[src/core/pfm_pkg.sv]
// register map, field layout and encodings of the packet fifo mode controller
// assumes one byte-wide register port and a single 250 MHz clock
package pfm_pkg;
   // fifo operating modes, values of the mode field
   typedef enum logic [1:0] {
      PFM_SIMPLE,
      PFM_BLOCK,
      PFM_EXTEND,
      PFM_INFINITE
   } pfm_mode_e;

   typedef enum logic {
      PFM_IDLE,
      PFM_RUN
   } pfm_state_e;

   localparam int ADDR_W = 4;
   localparam int DATA_W = 8;
   localparam int SA_W = 6;
   localparam int GPSEL_W = 3;
   localparam int PIN_N = 4;
   localparam int PHYS_DEPTH = 64;

   // register offsets
   localparam logic [3:0] A_CTRL = 4'h0;
   localparam logic [3:0] A_TX_START = 4'h1;
   localparam logic [3:0] A_TX_LEN = 4'h2;
   localparam logic [3:0] A_RX_LEN = 4'h3;
   localparam logic [3:0] A_MARGIN = 4'h4;
   localparam logic [3:0] A_GPSEL_LO = 4'h5;
   localparam logic [3:0] A_GPSEL_HI = 4'h6;
   localparam logic [3:0] A_CMD = 4'h7;
   localparam logic [3:0] A_STATUS = 4'h8;
   localparam logic [3:0] A_TX_DATA = 4'h9;
   localparam logic [3:0] A_RX_DATA = 4'ha;
   localparam logic [3:0] A_TX_LEVEL = 4'hb;
   localparam logic [3:0] A_RX_LEVEL = 4'hc;

   // ctrl fields
   localparam int F_MODE = 0;
   localparam int F_UNBOUNDED = 2;
   // margin register fields
   localparam int F_MARGIN_SEL = 0;
   localparam int F_MARGIN_EN = 2;
   localparam int F_LT_IRQ_EN = 3;
   localparam int F_LEN_BYTE_EN = 4;
   // command bits
   localparam int F_TX_RESET = 0;
   localparam int F_RX_RESET = 1;
   localparam int F_TX_GO = 2;
   localparam int F_RX_GO = 3;
   // status bits
   localparam int F_LT_FLAG = 0;
   localparam int F_TX_DONE = 1;
   localparam int F_RX_DONE = 2;
   localparam int F_TX_BUSY = 3;
   localparam int F_RX_BUSY = 4;
   localparam int F_UNDERFLOW = 5;

   localparam logic [2:0] GP_IRQ_FUNC = 3'h5;
   localparam logic [7:0] MARGIN_BASE = 8'h04;
endpackage : pfm_pkg

[src/core/pfm_controller.sv]
// packet fifo mode controller: 64-byte tx and rx buffers, four fifo modes,
// serial bit path toward the packet handler, byte-wide register port
// assumes the link clock and rx bit come from another domain
`timescale 1ns/1ps
`default_nettype none

module pfm_controller #(
   parameter int DEPTH = 64
) (
   input wire logic CLK_I,
   input wire logic RST_I,
   input wire logic [pfm_pkg::ADDR_W-1:0] ADDR_I,
   input wire logic [pfm_pkg::DATA_W-1:0] WDATA_I,
   input wire logic WE_I,
   input wire logic RE_I,
   output logic [pfm_pkg::DATA_W-1:0] RDATA_O,
   input wire logic LINK_CLK_I,
   input wire logic RX_BIT_I,
   output logic TX_BIT_O,
   output logic TX_ACTIVE_O,
   output logic RX_ACTIVE_O,
   output logic IRQ_O,
   output logic [pfm_pkg::PIN_N-1:0] GP_PIN_O
);
   import pfm_pkg::*;

   localparam int AW = $clog2(DEPTH);
   typedef logic [AW-1:0] pfm_ptr_t;
   typedef logic [AW:0] pfm_lvl_t;

   if (DEPTH < PHYS_DEPTH || DEPTH > 128 || (1 << AW) != DEPTH) begin : g_bad_depth
      $error("DEPTH must be 64 or 128");
   end

   function automatic pfm_lvl_t margin_bytes(input logic [1:0] sel);
      margin_bytes = pfm_lvl_t'(MARGIN_BASE << sel);
   endfunction : margin_bytes

   function automatic logic is_streaming(input logic [1:0] m);
      is_streaming = (m == PFM_EXTEND) || (m == PFM_INFINITE);
   endfunction : is_streaming

   logic [7:0] tx_mem [DEPTH];
   logic [7:0] rx_mem [DEPTH];
   logic tx_wr_en, rx_wr_en;
   logic [7:0] rx_wr_data;

   logic [2:0] sync_reg, sync_next;
   logic [1:0] rxs_reg, rxs_next;
   logic [1:0] mode_reg, mode_next;
   logic ule_reg, ule_next;
   logic [SA_W-1:0] sa_reg, sa_next;
   logic [7:0] txlen_reg, txlen_next, rxlen_reg, rxlen_next;
   logic [4:0] margin_reg, margin_next;
   logic [GPSEL_W*PIN_N-1:0] gpsel_reg, gpsel_next;
   logic lt_reg, lt_next, txd_reg, txd_next, rxd_reg, rxd_next, uf_reg, uf_next;
   pfm_ptr_t tx_wptr_reg, tx_wptr_next, tx_rptr_reg, tx_rptr_next;
   pfm_ptr_t rx_wptr_reg, rx_wptr_next, rx_rptr_reg, rx_rptr_next;
   pfm_lvl_t tx_lvl_reg, tx_lvl_next, rx_lvl_reg, rx_lvl_next;
   pfm_state_e tx_st_reg, tx_st_next, rx_st_reg, rx_st_next;
   logic [7:0] tx_rem_reg, tx_rem_next, rx_rem_reg, rx_rem_next;
   logic [7:0] tx_sh_reg, tx_sh_next, rx_sh_reg, rx_sh_next;
   logic [2:0] tx_bit_reg, tx_bit_next, rx_bit_reg, rx_bit_next;
   logic txo_reg, txo_next, rx_hdr_reg, rx_hdr_next;
   logic [7:0] rdata_reg, rdata_next;

   logic tick, streaming, unbounded, tx_push, tx_pop, rx_push, rx_pop;
   logic [7:0] rx_byte;
   pfm_lvl_t mthr;

   always_comb begin
      sync_next = {sync_reg[1:0], LINK_CLK_I};
      rxs_next = {rxs_reg[0], RX_BIT_I};
      tick = sync_reg[1] & ~sync_reg[2];
      streaming = is_streaming(mode_reg);
      // unbounded length only in streaming modes
      unbounded = ule_reg & streaming;
      mthr = margin_bytes(margin_reg[F_MARGIN_SEL +: 2]);
      mode_next = mode_reg;
      ule_next = ule_reg;
      sa_next = sa_reg;
      txlen_next = txlen_reg;
      rxlen_next = rxlen_reg;
      margin_next = margin_reg;
      gpsel_next = gpsel_reg;
      lt_next = lt_reg;
      txd_next = txd_reg;
      rxd_next = rxd_reg;
      uf_next = uf_reg;
      tx_wptr_next = tx_wptr_reg;
      tx_rptr_next = tx_rptr_reg;
      rx_wptr_next = rx_wptr_reg;
      rx_rptr_next = rx_rptr_reg;
      tx_st_next = tx_st_reg;
      rx_st_next = rx_st_reg;
      tx_rem_next = tx_rem_reg;
      rx_rem_next = rx_rem_reg;
      tx_sh_next = tx_sh_reg;
      rx_sh_next = rx_sh_reg;
      tx_bit_next = tx_bit_reg;
      rx_bit_next = rx_bit_reg;
      txo_next = txo_reg;
      rx_hdr_next = rx_hdr_reg;
      rdata_next = '0;
      tx_push = 1'b0;
      tx_pop = 1'b0;
      rx_push = 1'b0;
      rx_pop = 1'b0;
      tx_wr_en = 1'b0;
      rx_wr_en = 1'b0;
      rx_byte = {rx_sh_reg[6:0], rxs_reg[1]};
      rx_wr_data = rx_byte;

      // register writes
      if (WE_I) begin
         unique case (ADDR_I)
            A_CTRL: begin
               mode_next = WDATA_I[F_MODE +: 2];
               ule_next = WDATA_I[F_UNBOUNDED];
            end
            A_TX_START: sa_next = WDATA_I[SA_W-1:0];
            A_TX_LEN: begin
               txlen_next = WDATA_I;
               if (tx_st_reg == PFM_RUN && streaming) begin
                  tx_rem_next = WDATA_I;
               end
            end
            A_RX_LEN: begin
               rxlen_next = WDATA_I;
               if (rx_st_reg == PFM_RUN && streaming && !rx_hdr_reg) begin
                  rx_rem_next = WDATA_I;
               end
            end
            A_MARGIN: margin_next = WDATA_I[4:0];
            A_GPSEL_LO: gpsel_next[5:0] = WDATA_I[5:0];
            A_GPSEL_HI: gpsel_next[11:6] = WDATA_I[5:0];
            A_STATUS: begin
               // cleared only by host write of one
               if (WDATA_I[F_LT_FLAG]) lt_next = 1'b0;
               if (WDATA_I[F_TX_DONE]) txd_next = 1'b0;
               if (WDATA_I[F_RX_DONE]) rxd_next = 1'b0;
               if (WDATA_I[F_UNDERFLOW]) uf_next = 1'b0;
            end
            A_TX_DATA: begin
               if (tx_lvl_reg < pfm_lvl_t'(DEPTH)) begin
                  tx_wr_en = 1'b1;
                  tx_push = 1'b1;
                  tx_wptr_next = tx_wptr_reg + pfm_ptr_t'(1);
               end
            end
            default: ;
         endcase
      end

      // register reads, data one cycle later
      if (RE_I) begin
         unique case (ADDR_I)
            A_CTRL: rdata_next = {5'h00, ule_reg, mode_reg};
            A_TX_START: rdata_next = {2'h0, sa_reg};
            A_TX_LEN: rdata_next = txlen_reg;
            A_RX_LEN: rdata_next = rxlen_reg;
            A_MARGIN: rdata_next = {3'h0, margin_reg};
            A_GPSEL_LO: rdata_next = {2'h0, gpsel_reg[5:0]};
            A_GPSEL_HI: rdata_next = {2'h0, gpsel_reg[11:6]};
            A_STATUS: rdata_next = {2'h0, uf_reg, rx_st_reg == PFM_RUN,
                                    tx_st_reg == PFM_RUN, rxd_reg, txd_reg, lt_reg};
            A_RX_DATA: begin
               rdata_next = rx_mem[rx_rptr_reg];
               if (rx_lvl_reg != '0) begin
                  rx_pop = 1'b1;
                  rx_rptr_next = rx_rptr_reg + pfm_ptr_t'(1);
               end
            end
            A_TX_LEVEL: rdata_next = 8'(tx_lvl_reg);
            A_RX_LEVEL: rdata_next = 8'(rx_lvl_reg);
            default: rdata_next = '0;
         endcase
      end

      // transmit engine
      unique case (tx_st_reg)
         PFM_IDLE: begin
            if (WE_I && ADDR_I == A_CMD && WDATA_I[F_TX_GO]) begin
               tx_st_next = PFM_RUN;
               tx_rem_next = txlen_reg;
               tx_bit_next = 3'h0;
               if (mode_reg == PFM_SIMPLE) tx_rptr_next = '0;
               else if (mode_reg == PFM_BLOCK) tx_rptr_next = pfm_ptr_t'(sa_reg);
            end
         end
         PFM_RUN: begin
            if (tick) begin
               if (tx_bit_reg == 3'h0) begin
                  if (!unbounded && tx_rem_reg == 8'h00) begin
                     tx_st_next = PFM_IDLE;
                     txo_next = 1'b0;
                     txd_next = 1'b1;
                  end else if (streaming && tx_lvl_reg == '0) begin
                     tx_st_next = PFM_IDLE;
                     txo_next = 1'b0;
                     uf_next = 1'b1;
                     txd_next = 1'b1;
                  end else begin
                     txo_next = tx_mem[tx_rptr_reg][7];
                     tx_sh_next = {tx_mem[tx_rptr_reg][6:0], 1'b0};
                     tx_bit_next = 3'h7;
                     tx_rptr_next = tx_rptr_reg + pfm_ptr_t'(1);
                     tx_pop = streaming;
                     if (!unbounded) tx_rem_next = tx_rem_reg - 8'h01;
                  end
               end else begin
                  txo_next = tx_sh_reg[7];
                  tx_sh_next = {tx_sh_reg[6:0], 1'b0};
                  tx_bit_next = tx_bit_reg - 3'h1;
               end
            end
         end
      endcase

      // receive engine
      unique case (rx_st_reg)
         PFM_IDLE: begin
            if (WE_I && ADDR_I == A_CMD && WDATA_I[F_RX_GO]) begin
               rx_st_next = PFM_RUN;
               rx_rem_next = rxlen_reg;
               rx_bit_next = 3'h0;
               rx_hdr_next = margin_reg[F_LEN_BYTE_EN];
               if (!streaming) begin
                  rx_wptr_next = '0;
                  rx_rptr_next = '0;
                  rx_pop = 1'b0;
               end
               if (!margin_reg[F_LEN_BYTE_EN] && rxlen_reg == 8'h00 && !unbounded) begin
                  rx_st_next = PFM_IDLE;
                  rxd_next = 1'b1;
               end
            end
         end
         PFM_RUN: begin
            if (tick) begin
               rx_sh_next = rx_byte;
               rx_bit_next = rx_bit_reg + 3'h1;
               if (rx_bit_reg == 3'h7) begin
                  if (rx_hdr_reg) begin
                     rx_hdr_next = 1'b0;
                     rx_rem_next = rx_byte;
                     if (rx_byte == 8'h00 && !unbounded) begin
                        rx_st_next = PFM_IDLE;
                        rxd_next = 1'b1;
                     end
                  end else begin
                     if (rx_lvl_reg < pfm_lvl_t'(DEPTH)) begin
                        rx_wr_en = 1'b1;
                        rx_push = 1'b1;
                        rx_wptr_next = rx_wptr_reg + pfm_ptr_t'(1);
                     end
                     if (!unbounded) begin
                        rx_rem_next = rx_rem_reg - 8'h01;
                        if (rx_rem_reg == 8'h01) begin
                           rx_st_next = PFM_IDLE;
                           rxd_next = 1'b1;
                        end
                     end
                  end
               end
            end
         end
      endcase

      tx_lvl_next = tx_lvl_reg + pfm_lvl_t'(tx_push) - pfm_lvl_t'(tx_pop);
      rx_lvl_next = rx_lvl_reg + pfm_lvl_t'(rx_push) - pfm_lvl_t'(rx_pop);
      if (rx_st_reg == PFM_IDLE && rx_st_next == PFM_RUN && !streaming) rx_lvl_next = '0;

      // level threshold detect (tx below margin, rx at or above margin), set wins over clear
      if (margin_reg[F_MARGIN_EN] && streaming) begin
         if (tx_st_reg == PFM_RUN && tx_lvl_reg < mthr) lt_next = 1'b1;
         if (rx_st_reg == PFM_RUN && rx_lvl_reg >= mthr) lt_next = 1'b1;
      end

      if (WE_I && ADDR_I == A_CMD) begin
         if (WDATA_I[F_TX_RESET]) begin
            tx_wptr_next = '0;
            tx_rptr_next = '0;
            tx_lvl_next = '0;
            tx_st_next = PFM_IDLE;
            txo_next = 1'b0;
         end
         if (WDATA_I[F_RX_RESET]) begin
            rx_wptr_next = '0;
            rx_rptr_next = '0;
            rx_lvl_next = '0;
            rx_st_next = PFM_IDLE;
         end
      end
   end

   always_ff @(posedge CLK_I or posedge RST_I) begin
      if (RST_I) begin
         sync_reg <= '0;
         rxs_reg <= '0;
         mode_reg <= PFM_SIMPLE;
         ule_reg <= 1'b0;
         sa_reg <= '0;
         txlen_reg <= '0;
         rxlen_reg <= '0;
         margin_reg <= '0;
         gpsel_reg <= '0;
         lt_reg <= 1'b0;
         txd_reg <= 1'b0;
         rxd_reg <= 1'b0;
         uf_reg <= 1'b0;
         tx_wptr_reg <= '0;
         tx_rptr_reg <= '0;
         rx_wptr_reg <= '0;
         rx_rptr_reg <= '0;
         tx_lvl_reg <= '0;
         rx_lvl_reg <= '0;
         tx_st_reg <= PFM_IDLE;
         rx_st_reg <= PFM_IDLE;
         tx_rem_reg <= '0;
         rx_rem_reg <= '0;
         tx_sh_reg <= '0;
         rx_sh_reg <= '0;
         tx_bit_reg <= '0;
         rx_bit_reg <= '0;
         txo_reg <= 1'b0;
         rx_hdr_reg <= 1'b0;
         rdata_reg <= '0;
      end else begin
         sync_reg <= sync_next;
         rxs_reg <= rxs_next;
         mode_reg <= mode_next;
         ule_reg <= ule_next;
         sa_reg <= sa_next;
         txlen_reg <= txlen_next;
         rxlen_reg <= rxlen_next;
         margin_reg <= margin_next;
         gpsel_reg <= gpsel_next;
         lt_reg <= lt_next;
         txd_reg <= txd_next;
         rxd_reg <= rxd_next;
         uf_reg <= uf_next;
         tx_wptr_reg <= tx_wptr_next;
         tx_rptr_reg <= tx_rptr_next;
         rx_wptr_reg <= rx_wptr_next;
         rx_rptr_reg <= rx_rptr_next;
         tx_lvl_reg <= tx_lvl_next;
         rx_lvl_reg <= rx_lvl_next;
         tx_st_reg <= tx_st_next;
         rx_st_reg <= rx_st_next;
         tx_rem_reg <= tx_rem_next;
         rx_rem_reg <= rx_rem_next;
         tx_sh_reg <= tx_sh_next;
         rx_sh_reg <= rx_sh_next;
         tx_bit_reg <= tx_bit_next;
         rx_bit_reg <= rx_bit_next;
         txo_reg <= txo_next;
         rx_hdr_reg <= rx_hdr_next;
         rdata_reg <= rdata_next;
      end
   end

   // buffer storage, no reset on the data
   always_ff @(posedge CLK_I) begin
      if (tx_wr_en) tx_mem[tx_wptr_reg] <= WDATA_I;
      if (rx_wr_en) rx_mem[rx_wptr_reg] <= rx_wr_data;
   end

   assign IRQ_O = (lt_reg & margin_reg[F_LT_IRQ_EN]) | txd_reg | rxd_reg;
   assign RDATA_O = rdata_reg;
   assign TX_BIT_O = txo_reg;
   assign TX_ACTIVE_O = (tx_st_reg == PFM_RUN);
   assign RX_ACTIVE_O = (rx_st_reg == PFM_RUN);

   for (genvar p = 0; p < PIN_N; p++) begin : g_pin
      assign GP_PIN_O[p] = (gpsel_reg[p*GPSEL_W +: GPSEL_W] == GP_IRQ_FUNC) & IRQ_O;
   end
endmodule : pfm_controller

`default_nettype wire

[config.mk]
export PLATFORM = sky130hd
export DESIGN_NAME = pfm_controller
export DESIGN_NICKNAME = d
export VERILOG_FILES = /design/src/core/pfm_pkg.sv /design/src/core/pfm_controller.sv
export SDC_FILE = /design/constraint.sdc
export NUM_CORES = 1
export LEC_CHECK = 0
export ABC_AREA = 0
export BUFFER_PORTS_ARGS = -buffer_cell sky130_fd_sc_hd__buf_2
export CORE_MARGIN = 1
export CORE_UTILIZATION = 30
export CTS_CLUSTER_DIAMETER = 150
export DETAILED_ROUTE_END_ITERATION = 10
export PLACE_DENSITY_LB_ADDON = 0.2
export SYNTH_ARGS = -nofsm -noshare
export SYNTH_HDL_FRONTEND = slang
export SYNTH_SLANG_ARGS = --single-unit
[constraint.sdc]
create_clock -name CLK_I -period 16.2 [get_ports CLK_I]
set_input_delay 4.86 -clock CLK_I [delete_from_list [all_inputs] [get_ports CLK_I]]
set_output_delay 4.86 -clock CLK_I [all_outputs]
set_load 0.01 [all_outputs]
==> results.cfg, run 1 <==
[critical_path]
max_stage_delay_ns = 0.65
end_kind = flip-flop
cp.required_ns = 16.77
critPathTopFamily = compound AO/OA/AOI/OAI gates
cp.buffers_inverters = 3
arrival_ns = 8.60
criticalPathCategory = in -> reg
start_kind = primary input
crit_path_cell_trace = buf_2, nor2b_1, nand3_1, a31oi_1, ha_1, inv_1, ha_1, inv_1, fa_1, nand2b_1, a21oi_1, o21ai_0, a21oi_1, or3_1, a21oi_1
slowest_stage = a31oi_1
cp_max_fo = 32
worst_path_most_repeated_cell = a21oi_1

[floorplanning]
ioPinCount = 34
core_sq_mm = 0.158
die-area_sq_mm = 0.161
die_w_um = 401
rows = 146
die_height_um = 401
initial_core_util_pct = 30.2

[layout]
seq_area_sq_mm = 0.0342
layout-drive-gt1-share_pct = 20.9
multiInputGateArea_sq_mm = 0.0128
n_antenna_cell = 0
num-fill-cells = 14900
final_cell_mix = 1024 x edfxtp_1, 232 x mux4_2, 209 x nor2_1
design_area_sq_mm = 0.0541
areaGrowthSynthToFinish_pct = 13.3
final_nets = 2803
mostFrequentLayoutCell = edfxtp_1

[cts]
h-tree-depth = 3
ctsHoldBuffers = 0
cts_tree = built
cts-root-buf = clkbuf_16
clock_latency_ns = 0.74
post_cts_resized = 0
cts_num_sinks = 1161
cts.clk_slew.worst_paths_ns = 0.06
cts_buffers = 121
clockBufferDepth = 3
cts_setup_buffers = 0

[grt]
grtUsageTotal_pct = 15.7
grt_pass1_wl_mm = 187
grt-ovfl-total = 0
antenna_found_initial = 1
grt_pass1_vias = 26500
grt_max_degree = 111

[synthesis]
synthFlopType = edfxtp_1
netlist_area_sq_mm = 0.0478
async_flop_share_pct = 11.8
avgSynthCellArea_sq_um = 17.8
ys_seq_area_share_pct = 71.5
ys_ff_latch = 1161
synth_edf_count = 1024
synthesis.nets = 2739
synth_cell_types = 73
synthCells = 2681
synth_warnings = 0

[sta]
rsz0062_at_grt = no
worst_slew_pin_slew_ns = 0.974
max_freq_mhz = 125
setup_viol = 0
fin_crit_sh_pct = 49.6
fin_skew_ns = 0.0454
final_hold_viol_count = 0
max_slew_margin_pct = 35.1
maxSlewViolCount = 0
setup_tns_ns = 0
finalCriticalPeriod_ns = 8.03

[power]
powerDensity_mw_per_mm2 = 147
fin_total_pwr_uw = 7930
p_leak_uw = 0.0171
max-vdd-ir-drop_v = 0.0000986

[placed_design]
gp_congestion = 0.832
port_buffers = 33
dp_hpwl_mm = 79.4
place_area_sq_mm = 0.0503

[drt]
routedWlPerCell_um = 25.7
drc = 0
drt-pass1-iter-count = 5
drtAntennaViolNets = 0
viasPerCell = 5.06
num_vias = 24900
routed_wl_mm = 126
drt_iter0_drc = 2267

[flow_run]
maxCapViolCount = 0

[worst_hold_path]
worstHoldPathType = reg -> reg

[run_status]
status = finished, final reports clean
## path summary, 6_finish.rpt
check,start,end,slack [ns],depth (start not counted)
max in group asynchronous,RST_I,rx_rptr_reg[1],10.43,3
worst min register to register,sync_reg[0],sync_reg[1],0.36,0
worst min-delay path,sync_reg[0],sync_reg[1],0.36,0
worst max-delay path,ADDR_I[1],rx_lvl_reg[6],8.17,15
worst max register to register,rx_rptr_reg[0],RDATA_O[3],11.68,7
min in group asynchronous,RST_I,sync_reg[1],4.24,2
## worst register-to-register path: cells and delay by family, from the launching register on
| family | cells | cell delay, ns |
|---|---|---|
| buffers and inverters | 2 | 1.47 |
| DFF | 1 | 0.93 |
| AOI/OAI and AO/OA | 1 | 0.31 |
| and+or+nand+nor | 1 | 0.10 |
| muxes | 3 | 1.59 |
## stage by stage
stage,util (%),std cells,setup slack [ns],hold slack (ns)
detailed placement,31.8,4694,7.55,0.342
global placement,31.8,4694,7.63,0.335
finish,34.2,4920,8.17,0.356
global route,34.2,4920,7.80,0.367
CTS,34.2,4920,8.31,0.364
floorplan,-,2681,7.67,0.331
## synth_stat cells (6+ instances only)
master / n / area, sq um
buf_1: 25 / 93.8
inv_1: 36 / 135
o21a_1: 7 / 52.6
nand2_1: 95 / 357
nand2b_1: 13 / 81.3
buf_4: 22 / 165
a22oi_1: 41 / 308
nor4_1: 12 / 75.1
nor3_1: 24 / 120
a31oi_1: 10 / 62.6
nor2b_1: 36 / 225
nor2_1: 209 / 785
buf_6: 9 / 101
o21ai_0: 59 / 295
mux4_2: 232 / 5230
or3_1: 9 / 56.3
a211oi_1: 23 / 173
ha_1: 38 / 475
o211ai_1: 12 / 90.1
a21oi_1: 77 / 385
a22o_1: 6 / 52.6
o221ai_1: 18 / 158
mux2_2: 70 / 788
and2_1: 10 / 62.6
dfrtp_1: 137 / 3430
nand4_1: 12 / 75.1
o22ai_1: 19 / 119
nor3b_1: 6 / 45.0
nand3_1: 35 / 175
clkbuf_1: 67 / 251
xor2_1: 20 / 175
edfxtp_1: 1024 / 30700
mux2i_1: 135 / 1350
nand3b_1: 9 / 67.6
and3_1: 6 / 37.5
buf_2: 22 / 110
xnor2_1: 13 / 114
## logic make-up after synthesis
group	synth area share, %
compound gates	4.59
xor+xnor	0.605
fa+ha+maj	1.08
buf+inv	1.80
flops	71.5
mux	15.4
simple gates	4.97
## power by group
part	internal (uW)	switching [uW]	leakage (uW)
clock network	1530	1170	0.00187
registers	3430	197	0.0104
logic	652	947	0.00490
total	5620	2320	0.0171
## final cells by class
cell class                      instances  area share (%)
Clock inverter                         75            1.25
Multi-Input combinational cell       1338            23.6
Clock buffer                          151            5.88
Sequential cell                      1161            63.2
Timing Repair Buffer                   86            1.06
Tap cell                             2072            4.79
Inverter                               37           0.266
## per-layer routing
layer	track usage (%)	vias up	share of wire [%]
li1	-	10900	-
met1	21.3	13200	44
met2	26.0	616	49
met3	2.23	193	4.1
met4	4.85	0	2.9
met5	0	-	0
Note: power is estimated with default switching activity, not from simulation.
==> run 2: changes to the inputs <==
==> constraint.sdc (replaced) <==
create_clock -name CLK_I -period 6.8 [get_ports CLK_I]
set_input_delay 2.04 -clock CLK_I [delete_from_list [all_inputs] [get_ports CLK_I]]
set_output_delay 2.04 -clock CLK_I [all_outputs]
set_load 0.01 [all_outputs]
==> results.cfg, run 2 (synthesis gave the netlist of run 1 again) <==
[grt]
grt-ovfl-total = 0
grt_pass1_wl_mm = 187
grtUsageTotal_pct = 15.8
use_met1_pct = 21.3
grt_pass1_vias = 26300
top_usage_layer = met2
grtUsageMet2_pct = 26.2
grt_max_degree = 105
antenna_found_initial = 0
met3_usage_pct = 2.55

[floorplanning]
initial_core_util_pct = 30.2
die-area_sq_mm = 0.161
rows = 146
core_sq_mm = 0.158
die_w_um = 401
die_height_um = 401
ioPinCount = 34

[sta]
final_hold_viol_count = 0
setup_tns_ns = 0
rsz0062_at_grt = no
max_slew_margin_pct = 32.3
maxSlewViolCount = 0
fin_crit_sh_pct = 75.5
setup_viol = 0
finalCriticalPeriod_ns = 5.14
fin_skew_ns = 0.0516
worst_slew_pin_slew_ns = 1.01
max_freq_mhz = 195

[cts]
clock_latency_ns = 0.75
cts.clk_slew.worst_paths_ns = 0.06
ctsHoldBuffers = 0
cts_setup_buffers = 0
cts_buffers = 120
post_cts_resized = 0
cts-root-buf = clkbuf_16
h-tree-depth = 3
cts_tree = built
cts_num_sinks = 1161
clockBufferDepth = 3

[placed_design]
dp_hpwl_mm = 80.8
port_buffers = 33
gp_congestion = 0.857
place_area_sq_mm = 0.0503

[critical_path]
criticalPathCategory = in -> reg
start_kind = primary input
cp.required_ns = 7.39
cp_max_fo = 32
end_kind = flip-flop
arrival_ns = 5.73
rrSetupSlack_ns = 2.60

[layout]
utilization_pct = 34.3
layout-drive-gt1-share_pct = 21.3
final_cell_mix = 1024 x edfxtp_1, 232 x mux4_2, 209 x nor2_1
areaGrowthSynthToFinish_pct = 13.6
multiInputGateArea_sq_mm = 0.0128
design_area_sq_mm = 0.0543
num-fill-cells = 14900
seq_area_sq_mm = 0.0342
final_nets = 2808
mostFrequentLayoutCell = edfxtp_1
n_antenna_cell = 0

[power]
powerDensity_mw_per_mm2 = 352
p_leak_uw = 0.0172
max-vdd-ir-drop_v = 0.000229
fin_total_pwr_uw = 19100

[drt]
drc = 0
routed_wl_mm = 128
drt-pass1-iter-count = 7
drtAntennaViolNets = 0
num_vias = 25000
viasPerCell = 5.08
drt_iter0_drc = 2290
routedWlPerCell_um = 25.9

[run_status]
status = finished, final reports clean

[worst_hold_path]
worstHoldPathType = reg -> reg

[flow_run]
maxCapViolCount = 0
run 2: worst max-delay path, cell delays in order:
cell	delay, ns
buf_2	0.41
nor2b_1	0.44
nand3_1	0.31
a31oi_1	0.59
ha_1	0.35
inv_1	0.06
ha_1	0.16
inv_1	0.06
fa_1	0.42
nand2b_1	0.16
a21oi_1	0.19
o21ai_0	0.13
a21oi_1	0.20
or3_1	0.13
a21oi_1	0.06
run 2: worst paths after layout:
| kind | startpoint | endpoint | cells past startpoint |
|---|---|---|---|
| setup / recovery | ADDR_I[1] | rx_lvl_reg[6] | 15 |
| hold / removal | rxs_reg[0] | rxs_reg[1] | 0 |
| setup reg to reg | RX_ACTIVE_O | rx_mem[14][1] | 6 |
| hold reg to reg | rxs_reg[0] | rxs_reg[1] | 0 |
| max in group asynchronous | RST_I | rx_rptr_reg[0] | 3 |
| min in group asynchronous | RST_I | sync_reg[0] | 2 |
run 2: metal layers:
layer	share of wire, %	wire [um]	vias to the layer above
met5	0	0	-
met4	2.6	3380	0
met3	4.4	5570	174
met2	49	62800	651
met1	44	56000	13300
li1	-	-	10900
run 2: area by class of cell:
| class | count | share of cell area, % |
|---|---|---|
| multi-input combinational | 1338 | 23.5 |
| clock buffer | 149 | 5.83 |
| tap | 2072 | 4.78 |
| inverter | 37 | 0.265 |
| sequential | 1161 | 63.0 |
| timing repair buffer | 92 | 1.19 |
| clock inverter | 78 | 1.43 |
run 2: through the flow:
step	instances	setup slack, ns	hold slack (ns)
2_1_floorplan	2681	1.09	0.331
3_3_place_gp	4700	1.04	0.333
3_5_place_dp	4700	0.984	0.339
4_1_cts	4927	1.78	0.353
5_1_grt	4927	1.37	0.356
6_report	4927	1.66	0.350
run 2: where the power goes:
part,internal (uW),switching (uW)
Combinational,1570,2260
Sequential,8180,517
Clock,3730,2830
Total,13500,5610
